[src/rtl/timer_ctrl_pkg.sv]
// Package with register map, field positions, reset values and carrier types of the dual timer block.
package timer_ctrl_pkg;

	// ****************************************
	// Register indices and byte addresses
	// ****************************************
	localparam int ADDR_W = 12;
	localparam logic [7:0] IDX_TIMER_CONTROL = 8'h88;
	localparam logic [7:0] IDX_TIMER_MODE = 8'h89;
	localparam logic [7:0] IDX_TIMER0_COUNT_LOW = 8'h8a;
	localparam logic [7:0] IDX_TIMER0_COUNT_HIGH = 8'h8b;
	localparam logic [7:0] IDX_TIMER1_COUNT_LOW = 8'h8c;
	localparam logic [7:0] IDX_TIMER1_COUNT_HIGH = 8'h8d;
	localparam logic [7:0] IDX_IRQ_STATUS = 8'h8e;
	localparam logic [7:0] IDX_IRQ_MASK = 8'h8f;

	// ****************************************
	// Control register fields
	// ****************************************
	localparam int CTL_TIMER1_OVERFLOW_FLAG = 7;
	localparam int CTL_TIMER1_RUN = 6;
	localparam int CTL_TIMER0_OVERFLOW_FLAG = 5;
	localparam int CTL_TIMER0_RUN = 4;
	localparam int CTL_EXT_IRQ1_FLAG = 3;
	localparam int CTL_EXT_IRQ1_EDGE_SEL = 2;
	localparam int CTL_EXT_IRQ0_FLAG = 1;
	localparam int CTL_EXT_IRQ0_EDGE_SEL = 0;

	// ****************************************
	// Mode register fields
	// ****************************************
	localparam int MOD_TIMER1_PIN_GATING = 7;
	localparam int MOD_TIMER1_COUNT_SOURCE_SEL = 6;
	localparam int MOD_TIMER1_MODE_HI = 5;
	localparam int MOD_TIMER1_MODE_LO = 4;
	localparam int MOD_TIMER0_PIN_GATING = 3;
	localparam int MOD_TIMER0_COUNT_SOURCE_SEL = 2;
	localparam int MOD_TIMER0_MODE_HI = 1;
	localparam int MOD_TIMER0_MODE_LO = 0;

	// ****************************************
	// Interrupt status bits (same layout in the mask)
	// ****************************************
	localparam int IRQ_EXT0 = 0;
	localparam int IRQ_EXT1 = 1;
	localparam int IRQ_TIMER0 = 2;
	localparam int IRQ_TIMER1 = 3;

	// ****************************************
	// Reset values and counts
	// ****************************************
	localparam logic [7:0] TIMER_CONTROL_RESET = 8'h00;
	localparam logic [7:0] TIMER_MODE_RESET = 8'h00;
	localparam logic [7:0] COUNT_RESET = 8'h00;
	localparam logic [3:0] IRQ_MASK_RESET = 4'h0;
	localparam int PERIPH_DIV = 12;
	localparam logic [4:0] PRESCALE_LAST = 5'h1f;

	typedef enum logic [1:0] {
		MODE_PRESCALED = 2'b00,
		MODE_16BIT = 2'b01,
		MODE_AUTO_RELOAD = 2'b10,
		MODE_SPLIT_HALT = 2'b11
	} timer_mode_t;

	// ****************************************
	// Carriers
	// ****************************************
	typedef struct packed {
		logic [ADDR_W-1:0] paddr;
		logic psel;
		logic penable;
		logic pwrite;
		logic [31:0] pwdata;
		logic [3:0] pstrb;
	} apb_req_t;

	typedef struct packed {
		logic [31:0] prdata;
		logic pready;
		logic pslverr;
	} apb_rsp_t;

	// Order: {ext_irq1_n, ext_irq0_n, timer1_count_pin, timer0_count_pin}.
	typedef struct packed {
		logic ext_irq1_n;
		logic ext_irq0_n;
		logic timer1_count_pin;
		logic timer0_count_pin;
	} ext_pins_t;

	// Requests and acknowledges share this layout.
	typedef struct packed {
		logic timer1_overflow;
		logic timer0_overflow;
		logic ext_irq1;
		logic ext_irq0;
	} irq_lines_t;

endpackage : timer_ctrl_pkg

[src/rtl/dual_timer_counter_control.sv]
// Dual 8-bit-pair timer/counter with external interrupt flags, reached over APB.
`timescale 1ns/10ps
`default_nettype none

module dual_timer_counter_control
	import timer_ctrl_pkg::*;
(
	// Clock and reset
	input wire logic pclk,
	input wire logic presetn,
	// APB slave
	input wire apb_req_t apb_req,
	output apb_rsp_t apb_rsp,
	// Pins from outside, asynchronous
	input wire ext_pins_t pins,
	// Interrupt controller side
	input wire irq_lines_t irq_ack,
	output irq_lines_t irq_req,
	output logic irq
);

	// ****************************************
	// State
	// ****************************************
	typedef struct packed {
		logic [7:0] ctrl;
		logic [7:0] mode;
		logic [7:0] tl0;
		logic [7:0] th0;
		logic [7:0] tl1;
		logic [7:0] th1;
		logic [3:0] sync1;
		logic [3:0] sync2;
		logic [1:0] ext_prev;
		logic [1:0] pin_prev;
		logic [3:0] prescale;
		logic [3:0] irq_stat;
		logic [3:0] irq_mask;
		logic [31:0] rdata;
		logic ready;
		logic slverr;
		logic irq;
	} state_t;

	localparam logic [3:0] PRESCALE_END = 4'(PERIPH_DIV - 1);
	localparam logic [2:0] SEL_NONE = 3'h7;

	state_t st_r;
	state_t st_nxt;

	// Maps a byte address to a register select; SEL_NONE for unmapped.
	function automatic logic [2:0] reg_sel(input logic [ADDR_W-1:0] a);
		logic [2:0] s;
		s = SEL_NONE;
		if (a[1:0] == 2'b00) begin
			case (a[ADDR_W-1:2])
				10'(IDX_TIMER_CONTROL): s = 3'h0;
				10'(IDX_TIMER_MODE): s = 3'h1;
				10'(IDX_TIMER0_COUNT_LOW): s = 3'h2;
				10'(IDX_TIMER0_COUNT_HIGH): s = 3'h3;
				10'(IDX_TIMER1_COUNT_LOW): s = 3'h4;
				10'(IDX_TIMER1_COUNT_HIGH): s = 3'h5;
				10'(IDX_IRQ_STATUS): s = 3'h6;
				10'(IDX_IRQ_MASK): s = 3'h6;
				default: s = SEL_NONE;
			endcase
		end
		return s;
	endfunction : reg_sel

	// One counting step of a timer pair; result is {overflow, high, low}.
	// Mode 11 is treated as a lone 8-bit low byte; the caller blocks it for a halted timer.
	function automatic logic [16:0] step_timer(input logic [1:0] m, input logic [7:0] tl,
			input logic [7:0] th, input logic inc);
		logic ovf;
		logic [7:0] l;
		logic [7:0] h;
		ovf = 1'b0;
		l = tl;
		h = th;
		if (inc) begin
			case (timer_mode_t'(m))
				MODE_PRESCALED: begin
					// The upper three low-byte bits are left alone.
					if (tl[4:0] == PRESCALE_LAST) begin
						l[4:0] = 5'h00;
						h = th + 8'h01;
						ovf = (th == 8'hff);
					end else begin
						l[4:0] = tl[4:0] + 5'h01;
					end
				end
				MODE_16BIT: begin
					{ovf, h, l} = {1'b0, th, tl} + 17'h00001;
				end
				MODE_AUTO_RELOAD: begin
					if (tl == 8'hff) begin
						l = th;
						ovf = 1'b1;
					end else begin
						l = tl + 8'h01;
					end
				end
				MODE_SPLIT_HALT: begin
					{ovf, l} = {1'b0, tl} + 9'h001;
				end
				default: begin
					ovf = 1'b0;
				end
			endcase
		end
		return {ovf, h, l};
	endfunction : step_timer

	// ****************************************
	// Next-state logic
	// ****************************************
	always_comb begin
		logic tick;
		logic t0_pin;
		logic t1_pin;
		logic ext_irq0_n_n;
		logic ext_irq1_n_n;
		logic [1:0] t0_mode;
		logic [1:0] t1_mode;
		logic t0_en;
		logic t1_en;
		logic t0_inc;
		logic t1_inc;
		logic run1_eff;
		logic t0_split;
		logic t1_halt;
		logic [16:0] r0;
		logic [16:0] r1;
		logic th0_ovf;
		logic [8:0] th0_sum;
		logic [1:0] ext_set;
		logic [3:0] evt;
		logic setup;
		logic wr;
		logic wr_lane;
		logic [2:0] sel;
		logic [7:0] wd;
		logic [7:0] hw_set;
		logic [7:0] hw_clr;

		st_nxt = st_r;
		tick = (st_r.prescale == PRESCALE_END);
		t0_pin = st_r.sync2[0];
		t1_pin = st_r.sync2[1];
		ext_irq0_n_n = st_r.sync2[2];
		ext_irq1_n_n = st_r.sync2[3];
		hw_set = 8'h00;
		hw_clr = 8'h00;
		t0_mode = st_r.mode[MOD_TIMER0_MODE_HI:MOD_TIMER0_MODE_LO];
		t1_mode = st_r.mode[MOD_TIMER1_MODE_HI:MOD_TIMER1_MODE_LO];
		t0_en = 1'b0;
		t1_en = 1'b0;
		t0_inc = 1'b0;
		t1_inc = 1'b0;
		run1_eff = 1'b0;
		t0_split = 1'b0;
		t1_halt = 1'b0;
		r0 = '0;
		r1 = '0;
		th0_ovf = 1'b0;
		th0_sum = '0;
		ext_set = 2'b00;
		evt = 4'h0;
		setup = 1'b0;
		wr = 1'b0;
		wr_lane = 1'b0;
		sel = SEL_NONE;
		wd = 8'h00;

		// Pins pass two flip-flops before anything looks at them.
		st_nxt.sync1 = pins;
		st_nxt.sync2 = st_r.sync1;
		st_nxt.prescale = tick ? 4'h0 : st_r.prescale + 4'h1;

		// Count pins are sampled once per peripheral cycle, so a fall needs two samples.
		if (tick) begin
			st_nxt.pin_prev = {t1_pin, t0_pin};
		end

		t0_split = (t0_mode == MODE_SPLIT_HALT);
		t1_halt = (t1_mode == MODE_SPLIT_HALT);
		// While timer 0 is split, its high byte owns the timer 1 run bit and timer 1
		// is switched only by entering and leaving its halt mode and, with gating set, by its pin.
		run1_eff = t0_split ? 1'b1 : st_r.ctrl[CTL_TIMER1_RUN];

		t0_en = st_r.ctrl[CTL_TIMER0_RUN] && (!st_r.mode[MOD_TIMER0_PIN_GATING] || ext_irq0_n_n);
		t1_en = run1_eff && (!st_r.mode[MOD_TIMER1_PIN_GATING] || ext_irq1_n_n) && !t1_halt;

		// A counter source only advances on a tick, so a pin level shorter than a tick can be missed.
		if (st_r.mode[MOD_TIMER0_COUNT_SOURCE_SEL]) begin
			t0_inc = t0_en && tick && st_r.pin_prev[0] && !t0_pin;
		end else begin
			t0_inc = t0_en && tick;
		end
		if (st_r.mode[MOD_TIMER1_COUNT_SOURCE_SEL]) begin
			t1_inc = t1_en && tick && st_r.pin_prev[1] && !t1_pin;
		end else begin
			t1_inc = t1_en && tick;
		end

		r0 = step_timer(t0_mode, st_r.tl0, st_r.th0, t0_inc);
		r1 = step_timer(t1_mode, st_r.tl1, st_r.th1, t1_inc);
		st_nxt.tl0 = r0[7:0];
		st_nxt.th0 = r0[15:8];
		st_nxt.tl1 = r1[7:0];
		st_nxt.th1 = r1[15:8];

		// Split high byte: always a timer on peripheral ticks, run by timer 1's bit.
		th0_ovf = 1'b0;
		th0_sum = {1'b0, st_r.th0} + 9'h001;
		if (t0_split && tick && st_r.ctrl[CTL_TIMER1_RUN]) begin
			st_nxt.th0 = th0_sum[7:0];
			th0_ovf = th0_sum[8];
		end

		hw_set[CTL_TIMER0_OVERFLOW_FLAG] = r0[16];
		// Timer 1 gives up its flag to the split high byte.
		hw_set[CTL_TIMER1_OVERFLOW_FLAG] = t0_split ? th0_ovf : r1[16];

		// External interrupts: falling edge latches, low level follows the pin.
		st_nxt.ext_prev = {ext_irq1_n_n, ext_irq0_n_n};
		if (st_r.ctrl[CTL_EXT_IRQ0_EDGE_SEL]) begin
			ext_set[0] = st_r.ext_prev[0] && !ext_irq0_n_n;
		end else begin
			ext_set[0] = !ext_irq0_n_n;
		end
		if (st_r.ctrl[CTL_EXT_IRQ1_EDGE_SEL]) begin
			ext_set[1] = st_r.ext_prev[1] && !ext_irq1_n_n;
		end else begin
			ext_set[1] = !ext_irq1_n_n;
		end
		hw_set[CTL_EXT_IRQ0_FLAG] = ext_set[0];
		hw_set[CTL_EXT_IRQ1_FLAG] = ext_set[1];
		if (!st_r.ctrl[CTL_EXT_IRQ0_EDGE_SEL]) begin
			hw_clr[CTL_EXT_IRQ0_FLAG] = ext_irq0_n_n;
		end
		if (!st_r.ctrl[CTL_EXT_IRQ1_EDGE_SEL]) begin
			hw_clr[CTL_EXT_IRQ1_FLAG] = ext_irq1_n_n;
		end

		// Acknowledge clears; external flags only when edge triggered.
		hw_clr[CTL_TIMER0_OVERFLOW_FLAG] = irq_ack.timer0_overflow;
		hw_clr[CTL_TIMER1_OVERFLOW_FLAG] = irq_ack.timer1_overflow;
		if (st_r.ctrl[CTL_EXT_IRQ0_EDGE_SEL] && irq_ack.ext_irq0) begin
			hw_clr[CTL_EXT_IRQ0_FLAG] = 1'b1;
		end
		if (st_r.ctrl[CTL_EXT_IRQ1_EDGE_SEL] && irq_ack.ext_irq1) begin
			hw_clr[CTL_EXT_IRQ1_FLAG] = 1'b1;
		end

		evt = {hw_set[CTL_TIMER1_OVERFLOW_FLAG], hw_set[CTL_TIMER0_OVERFLOW_FLAG],
			ext_set[1] && !st_r.ctrl[CTL_EXT_IRQ1_FLAG], ext_set[0] && !st_r.ctrl[CTL_EXT_IRQ0_FLAG]};

		// ****************************************
		// APB slave
		// ****************************************
		setup = apb_req.psel && !apb_req.penable;
		wr = apb_req.psel && apb_req.penable && st_r.ready && apb_req.pwrite;
		sel = reg_sel(apb_req.paddr);
		wr_lane = wr && apb_req.pstrb[0];
		wd = apb_req.pwdata[7:0];

		st_nxt.ready = setup;
		if (setup) begin
			st_nxt.slverr = (sel == SEL_NONE);
			st_nxt.rdata = 32'h00000000;
			case (sel)
				3'h0: st_nxt.rdata[7:0] = st_r.ctrl;
				3'h1: st_nxt.rdata[7:0] = st_r.mode;
				3'h2: st_nxt.rdata[7:0] = st_r.tl0;
				3'h3: st_nxt.rdata[7:0] = st_r.th0;
				3'h4: st_nxt.rdata[7:0] = st_r.tl1;
				3'h5: st_nxt.rdata[7:0] = st_r.th1;
				3'h6: st_nxt.rdata[3:0] = apb_req.paddr[2] ? st_r.irq_mask : st_r.irq_stat;
				default: st_nxt.rdata = 32'h00000000;
			endcase
		end else begin
			// The response fields stand only in the access cycle, alongside pready.
			st_nxt.slverr = 1'b0;
			st_nxt.rdata = 32'h00000000;
		end

		// Software writes win over counting; a control write keeps hardware sets.
		st_nxt.ctrl = st_r.ctrl;
		if (wr_lane) begin
			case (sel)
				3'h0: st_nxt.ctrl = wd;
				3'h1: st_nxt.mode = wd;
				3'h2: st_nxt.tl0 = wd;
				3'h3: st_nxt.th0 = wd;
				3'h4: st_nxt.tl1 = wd;
				3'h5: st_nxt.th1 = wd;
				3'h6: begin
					if (apb_req.paddr[2]) begin
						st_nxt.irq_mask = wd[3:0];
					end
				end
				default: st_nxt.mode = st_r.mode;
			endcase
		end
		st_nxt.ctrl = (st_nxt.ctrl & ~hw_clr) | hw_set;

		// Sticky status, write one to clear; a new event beats the clear.
		st_nxt.irq_stat = st_r.irq_stat;
		if (wr_lane && sel == 3'h6 && !apb_req.paddr[2]) begin
			st_nxt.irq_stat = st_r.irq_stat & ~wd[3:0];
		end
		st_nxt.irq_stat = st_nxt.irq_stat | evt;
		st_nxt.irq = |(st_nxt.irq_stat & st_nxt.irq_mask);
	end

	// ****************************************
	// State register
	// ****************************************
	always_ff @(posedge pclk or negedge presetn) begin
		if (!presetn) begin
			st_r <= '0;
			st_r.ctrl <= TIMER_CONTROL_RESET;
			st_r.mode <= TIMER_MODE_RESET;
			st_r.tl0 <= COUNT_RESET;
			st_r.th0 <= COUNT_RESET;
			st_r.tl1 <= COUNT_RESET;
			st_r.th1 <= COUNT_RESET;
			st_r.irq_mask <= IRQ_MASK_RESET;
			st_r.sync1 <= 4'hf;
			st_r.sync2 <= 4'hf;
			st_r.ext_prev <= 2'h3;
			st_r.pin_prev <= 2'h3;
		end else begin
			st_r <= st_nxt;
		end
	end

	// ****************************************
	// Outputs, all straight from the state register
	// ****************************************
	assign apb_rsp.prdata = st_r.rdata;
	assign apb_rsp.pready = st_r.ready;
	assign apb_rsp.pslverr = st_r.slverr;
	assign irq_req.timer1_overflow = st_r.ctrl[CTL_TIMER1_OVERFLOW_FLAG];
	assign irq_req.timer0_overflow = st_r.ctrl[CTL_TIMER0_OVERFLOW_FLAG];
	assign irq_req.ext_irq1 = st_r.ctrl[CTL_EXT_IRQ1_FLAG];
	assign irq_req.ext_irq0 = st_r.ctrl[CTL_EXT_IRQ0_FLAG];
	assign irq = st_r.irq;

endmodule : dual_timer_counter_control

`default_nettype wire

[config.mk]
export PLATFORM = sky130hd
export DESIGN_NAME = dual_timer_counter_control
export DESIGN_NICKNAME = d
export VERILOG_FILES = /design/src/rtl/timer_ctrl_pkg.sv /design/src/rtl/dual_timer_counter_control.sv
export SDC_FILE = /design/constraint.sdc
export NUM_CORES = 1
export LEC_CHECK = 0
export BUFFER_PORTS_ARGS = -buffer_cell sky130_fd_sc_hd__buf_2
export CORE_MARGIN = 2
export CORE_UTILIZATION = 55
export CTS_CLUSTER_DIAMETER = 40
export DETAILED_ROUTE_END_ITERATION = 6
export PLACE_DENSITY = 0.79
export SYNTH_ARGS = -nofsm -noshare
export SYNTH_HDL_FRONTEND = slang
export SYNTH_SLANG_ARGS = --single-unit
[constraint.sdc]
create_clock -name pclk -period 3.77 [get_ports pclk]
set_input_delay 0.377 -clock pclk [delete_from_list [all_inputs] [get_ports pclk]]
set_output_delay 0.377 -clock pclk [all_outputs]
set_load 0.005 [all_outputs]
# Yosys cells after proc, flatten, opt, wreduce, memory -nomap -nowiden

Index checks and enable logic that the tools add are counted.

Logic and storage cells: 163
Bits in latches: 0
Memory bits (read-only): 0
Bits of input ports: 61
RAM bits: 0
Output and inout bits: 39
Register bits: 107
Memories: 0

Multiplexer cells: 55
Reductions and logical operators: 44
Div/mod/pow operators: 0
Magnitude comparators: 0
Shift-type cells: 0
Multipliers: 0
Bitwise gates (word level): 7
Equality and inequality tests: 28
Add/subtract/negate cells: 12

Operator list:

| kind                                                                    | number |
|---|---|
| 8-bit 2-to-1 mux                                                        | 16 |
| 10-bit by 8-bit equality test with 1-bit output (second input constant) | 8 |
| 48-bit 2-to-1 mux                                                       | 1 |
| 5-bit case mux with 4 select lines                                      | 2 |
| 16-bit by 1-bit adder with 17-bit output (second input constant)        | 2 |
| 8-bit by 1-bit adder with 8-bit output (second input constant)          | 4 |
| 8-bit equality test (second input constant)                             | 4 |
| 8-bit case mux with 2 select lines                                      | 2 |
| 4-bit case mux with 7 select lines                                      | 1 |
| 8-bit by 1-bit adder with 9-bit output (second input constant)          | 3 |
| 1-bit logical AND                                                       | 24 |
| 4-bit 2-to-1 mux                                                        | 6 |
| 4-bit case mux with 6 select lines                                      | 1 |
| 3-bit case mux with 7 select lines                                      | 1 |
| 1-bit 2-to-1 mux                                                        | 18 |
| 3-bit case mux with 3 select lines                                      | 2 |
| 3-bit equality test (second input constant)                             | 4 |
| 1-bit logical NOT                                                       | 11 |
| 5-bit by 1-bit adder with 5-bit output (second input constant)          | 2 |
| 5-bit equality test (second input constant)                             | 2 |
| 5-bit 2-to-1 mux                                                        | 2 |
| 4-bit bitwise AND                                                       | 2 |
| 8-bit bitwise AND                                                       | 1 |
| 2-bit equality test (second input constant)                             | 4 |
| 17 further kinds                                                        | 23 |

# Depth between registers and ports, before layout

Word-level depth: 13
Depth in mapped cells: 10
Mapped depth without buffers: 10

# Least setup slack after synthesis

No wires, ideal clock.

Path kind: input to register
From: in apb_req[47] (netlist name)
To: reg st_r[95] (netlist name)
Arrival time: 2.430 ns
Required time: 3.645 ns
Buffers on the path: 2
Path slack: 1.215 ns
Setup time: 0.125 ns
Stages: 6
Path through: or4b_4 or3_4 buf_6 nor4_1 buf_2 mux2_2

Word-level cells in the longest chain between the ends: 6
Elaborated cells on any way between the ends: 13
Those cells by class: 9 x eq/ne; 2 x mux; 2 x reduce/logical

Ends and longest elaborated chain:

| element                                            | RTL line                          | text |
|---|---|---|
| start: declaration                                 | dual_timer_counter_control.sv:12  | `input wire apb_req_t apb_req,` |
| 10-bit by 8-bit equality test with 1-bit output    | dual_timer_counter_control.sv:56  | `case (a[ADDR_W-1:2])` |
| 2-bit OR reduction (no source line)                | -                                 |  |
| 3-bit case mux with 7 select lines (*)             | dual_timer_counter_control.sv:56  |  |
| 3-bit 2-to-1 mux (*)                               | dual_timer_counter_control.sv:55  | `if (a[1:0] == 2'b00) begin` |
| 3-bit by 1-bit equality test with 1-bit output (*) | dual_timer_counter_control.sv:292 | `case (sel)` |
| 2-bit AND reduction (no source line) (*)           | -                                 |  |
| end signal: assignment                             | dual_timer_counter_control.sv:336 | `st_r <= st_nxt;` |
| end: declaration                                   | dual_timer_counter_control.sv:48  | `state_t st_r;` |

Mark *: on every way between the ends. The rest lies on a longest branch, timed or not.
A chain may end at the register's enable or synchronous reset.

==> results.toml <==
[status]
status = "completed"

[setup_path]
required_ns = 4.06
worst_ep_arrival_time_ns = 3.12
worstSetupEndpointType = "register"
crit_fanout = 9
start_kind = "register"
critPathKind = "register to register"

[grt]
grt_max_degree = 84
grt_pass1_vias = 4320
grt_pass1_wl_mm = 22.9
grt-ovfl-total = 0
grt_use_total_pct = 28.6
antenna_found_initial = 1

[floorplanning]
ios = 100
die_area_mm2 = 0.0106
die_y_um = 103
die_x_um = 103
coreArea_mm2 = 0.00964
initial_core_util_pct = 55.8
rows = 36

[synthesis]
ys.flop_type = "dfrtp_1"
synthCells = 602
synthDistinctLibCells = 64
synth_area_mm2 = 0.00538
synth_edf_count = 0
synthArstFlopShare_pct = 100
synth_area_leaders = "dfrtp_1, dfstp_2, buf_4, o21ai_0, mux2_2"
yosys.area.top_type = "dfrtp_1"
ys_warn_count = 0
syn_avg_cell_area_um2 = 8.94
synthDominantCellAreaShare_pct = 33.0
yosys_register_bits = 83
ys_seq_area_share_pct = 38.9

[power]
power.density_mw_per_mm2 = 301
p_sw_w = 0.000457
intPower_w = 0.00126
power_frac_comb_pct = 6.9
p_seq_share_pct = 53.5
vdd_drop_max_mv = 0.297
p_sw_share_pct = 26.6
p_clk_share_pct = 39.5
power_leakage_nw = 2.37

[cells_and_area]
fin_nets = 688
drive_gt1_share_pct = 18.7
stdcell_area_mm2 = 0.00570
syn2layout_area_growth_pct = 5.90
nFillCells = 876
utilization_pct = 59.1
diodes = 0

[clock_tree]
clockRootBuffer = "clkbuf_8"
tritoncts = "done"
post_cts_buffers = 0
path_clk_slew_ns = 0.09
ctsResizeCount = 0
hold_buffers = 0
clock_latency_ns = 0.37
cts_inserted_buffers = 9
htree_levels = 3
cts_sinks = 83
clock_path_buffers = 2

[sta]
grt_setup_unrepaired = "false"
slew_viol_final = 0
clock_skew_ns = 0.0154
max_freq_mhz = 352
fin_crit_sh_pct = 75.3
hold_viol = 0
slew_headroom_pct = 28.1
setup_tns_ns = 0
tightest_slew_ns = 1.07
fin_ws_ns = 0.930
setup_viol = 0
finalCriticalPeriod_ns = 2.84

[placed_design]
portBuffers = 48
place_ws_ns = 0.894
hpwlAfterDp_mm = 10.5
post_dp_cell_area_mm2 = 0.00549
globalplace.congestion = 0.970

[min_path]
hold_class = "primary input to register"

[route]
drt_iter0_markers = 468
met2_wirelength_mm = 6.89
wl_met1_mm = 5.98
met3_length_mm = 1.44
drc_errors = 0
drt_first_pass_iters = 5
vias = 4770
routed.top_layer = "met5"
via_per_inst = 6.29
wire_per_inst_um = 19.4
ant_nets = 0
drt-total-wl_mm = 14.7

[flow_run]
cap_violations = 0
[metal layers]
layer	vias to the layer above	track usage [%]
met5	-	0
met3	42	5.08
met4	2	10.5
met2	283	44.7
li1	2186	-
met1	2257	39.9
[cell type report]
cell class | instances | area (um^2) | share of cell area, %
inverter | 17 | 63.8 | 1.12
tap | 133 | 166 | 2.92
multi-input combinational | 455 | 2880 | 50.6
timing repair buffer | 54 | 288 | 5.05
clock buffer | 9 | 124 | 2.17
clock inverter | 7 | 82.6 | 1.45
sequential | 83 | 2090 | 36.7
[worst paths after layout]
check	startpoint	end	slack [ns]	cells past startpoint
worst max-delay path	st_r[67]	st_r[63]	0.93	9
worst min-delay path	pins[3]	st_nxt[54]	0.1	1
worst max register to register	st_r[67]	st_r[63]	0.93	9
worst min register to register	st_nxt[51]	st_r[51]	0.36	0
max in group asynchronous	presetn	st_r[43]	2.91	1
min in group asynchronous	presetn	st_r[66]	0.18	1
[synth_stat cells (all sizes together), types with 8 or more instances]
cell and number:
mux2 21, dfstp 12, nand3 13, a21oi 37, nand4 15, inv 17, nand2 60, clkbuf 24
dfrtp 71, a222oi 8, a31oi 10, nor2 37, mux2i 16, xnor2 10, and2 8, o21ai 48
nor4 10, buf 46, nor3 19, and3 8
[sequential cells by signal, summed over array words and instances (netlist names)]
signal   flops
irq          1
st_r        62
apb_rsp     10
st_nxt       6
irq_req      4
[worst max-delay path, cell delays in order (launching register included)]
cell	delay (ns)
dfrtp_1	0.49
ha_1	0.28
and3_1	0.18
ha_1	0.35
nor2b_1	0.39
a31oi_1	0.09
nor4_1	0.47
nand4_1	0.19
xor2_1	0.17
a21oi_1	0.15
[stage by stage]
step	hold slack (ns)	power, W	std cells
after floorplan	0.0814	0.00101	625
after global placement	0.346	0.00105	742
after detailed placement	0.351	0.00105	742
after CTS	0.0803	0.00173	758
after global routing	0.0729	0.00178	758
final	0.0958	0.00172	758
[cell usage in the layout, fill, tap and decap left out, types with 15 or more instances in the layout]
master   synthesis  routed
dfrtp_1         71      71
inv_1           17      17
buf_2            2      47
nand2_1         60      60
mux2i_1         16      16
nor3_1          19      19
conb_1           1      24
a21oi_1         37      37
nor2_1          36      36
nand4_1         15      15
mux2_2          21      21
o21ai_0         48      48
[power by group through the flow]
| stage | Combinational (W) | Sequential (W) | Clock, W |
|---|---|---|---|
| floorplan | 0.0000793 | 0.000931 | 0 |
| global placement | 0.000115 | 0.000935 | 0 |
| detailed placement | 0.000118 | 0.000936 | 0 |
| CTS | 0.000118 | 0.000919 | 0.000691 |
| global route | 0.000132 | 0.000921 | 0.000727 |
| finish | 0.000119 | 0.000920 | 0.000679 |
[cell families after synthesis]
| kind of cell | count (synthesis) | share of synthesized area, % |
|---|---|---|
| buffers and inverters | 87 | 9.27 |
| and+or+nand+nor | 215 | 21.9 |
| muxes | 37 | 7.37 |
| DFF | 83 | 38.9 |
| AOI/OAI and AO/OA | 155 | 18.1 |
| other | 1 | 0.0697 |
| xor gates and xnor gates | 17 | 2.77 |
| adders and majority gates | 7 | 1.63 |
Power figures use the tool's default switching activity.
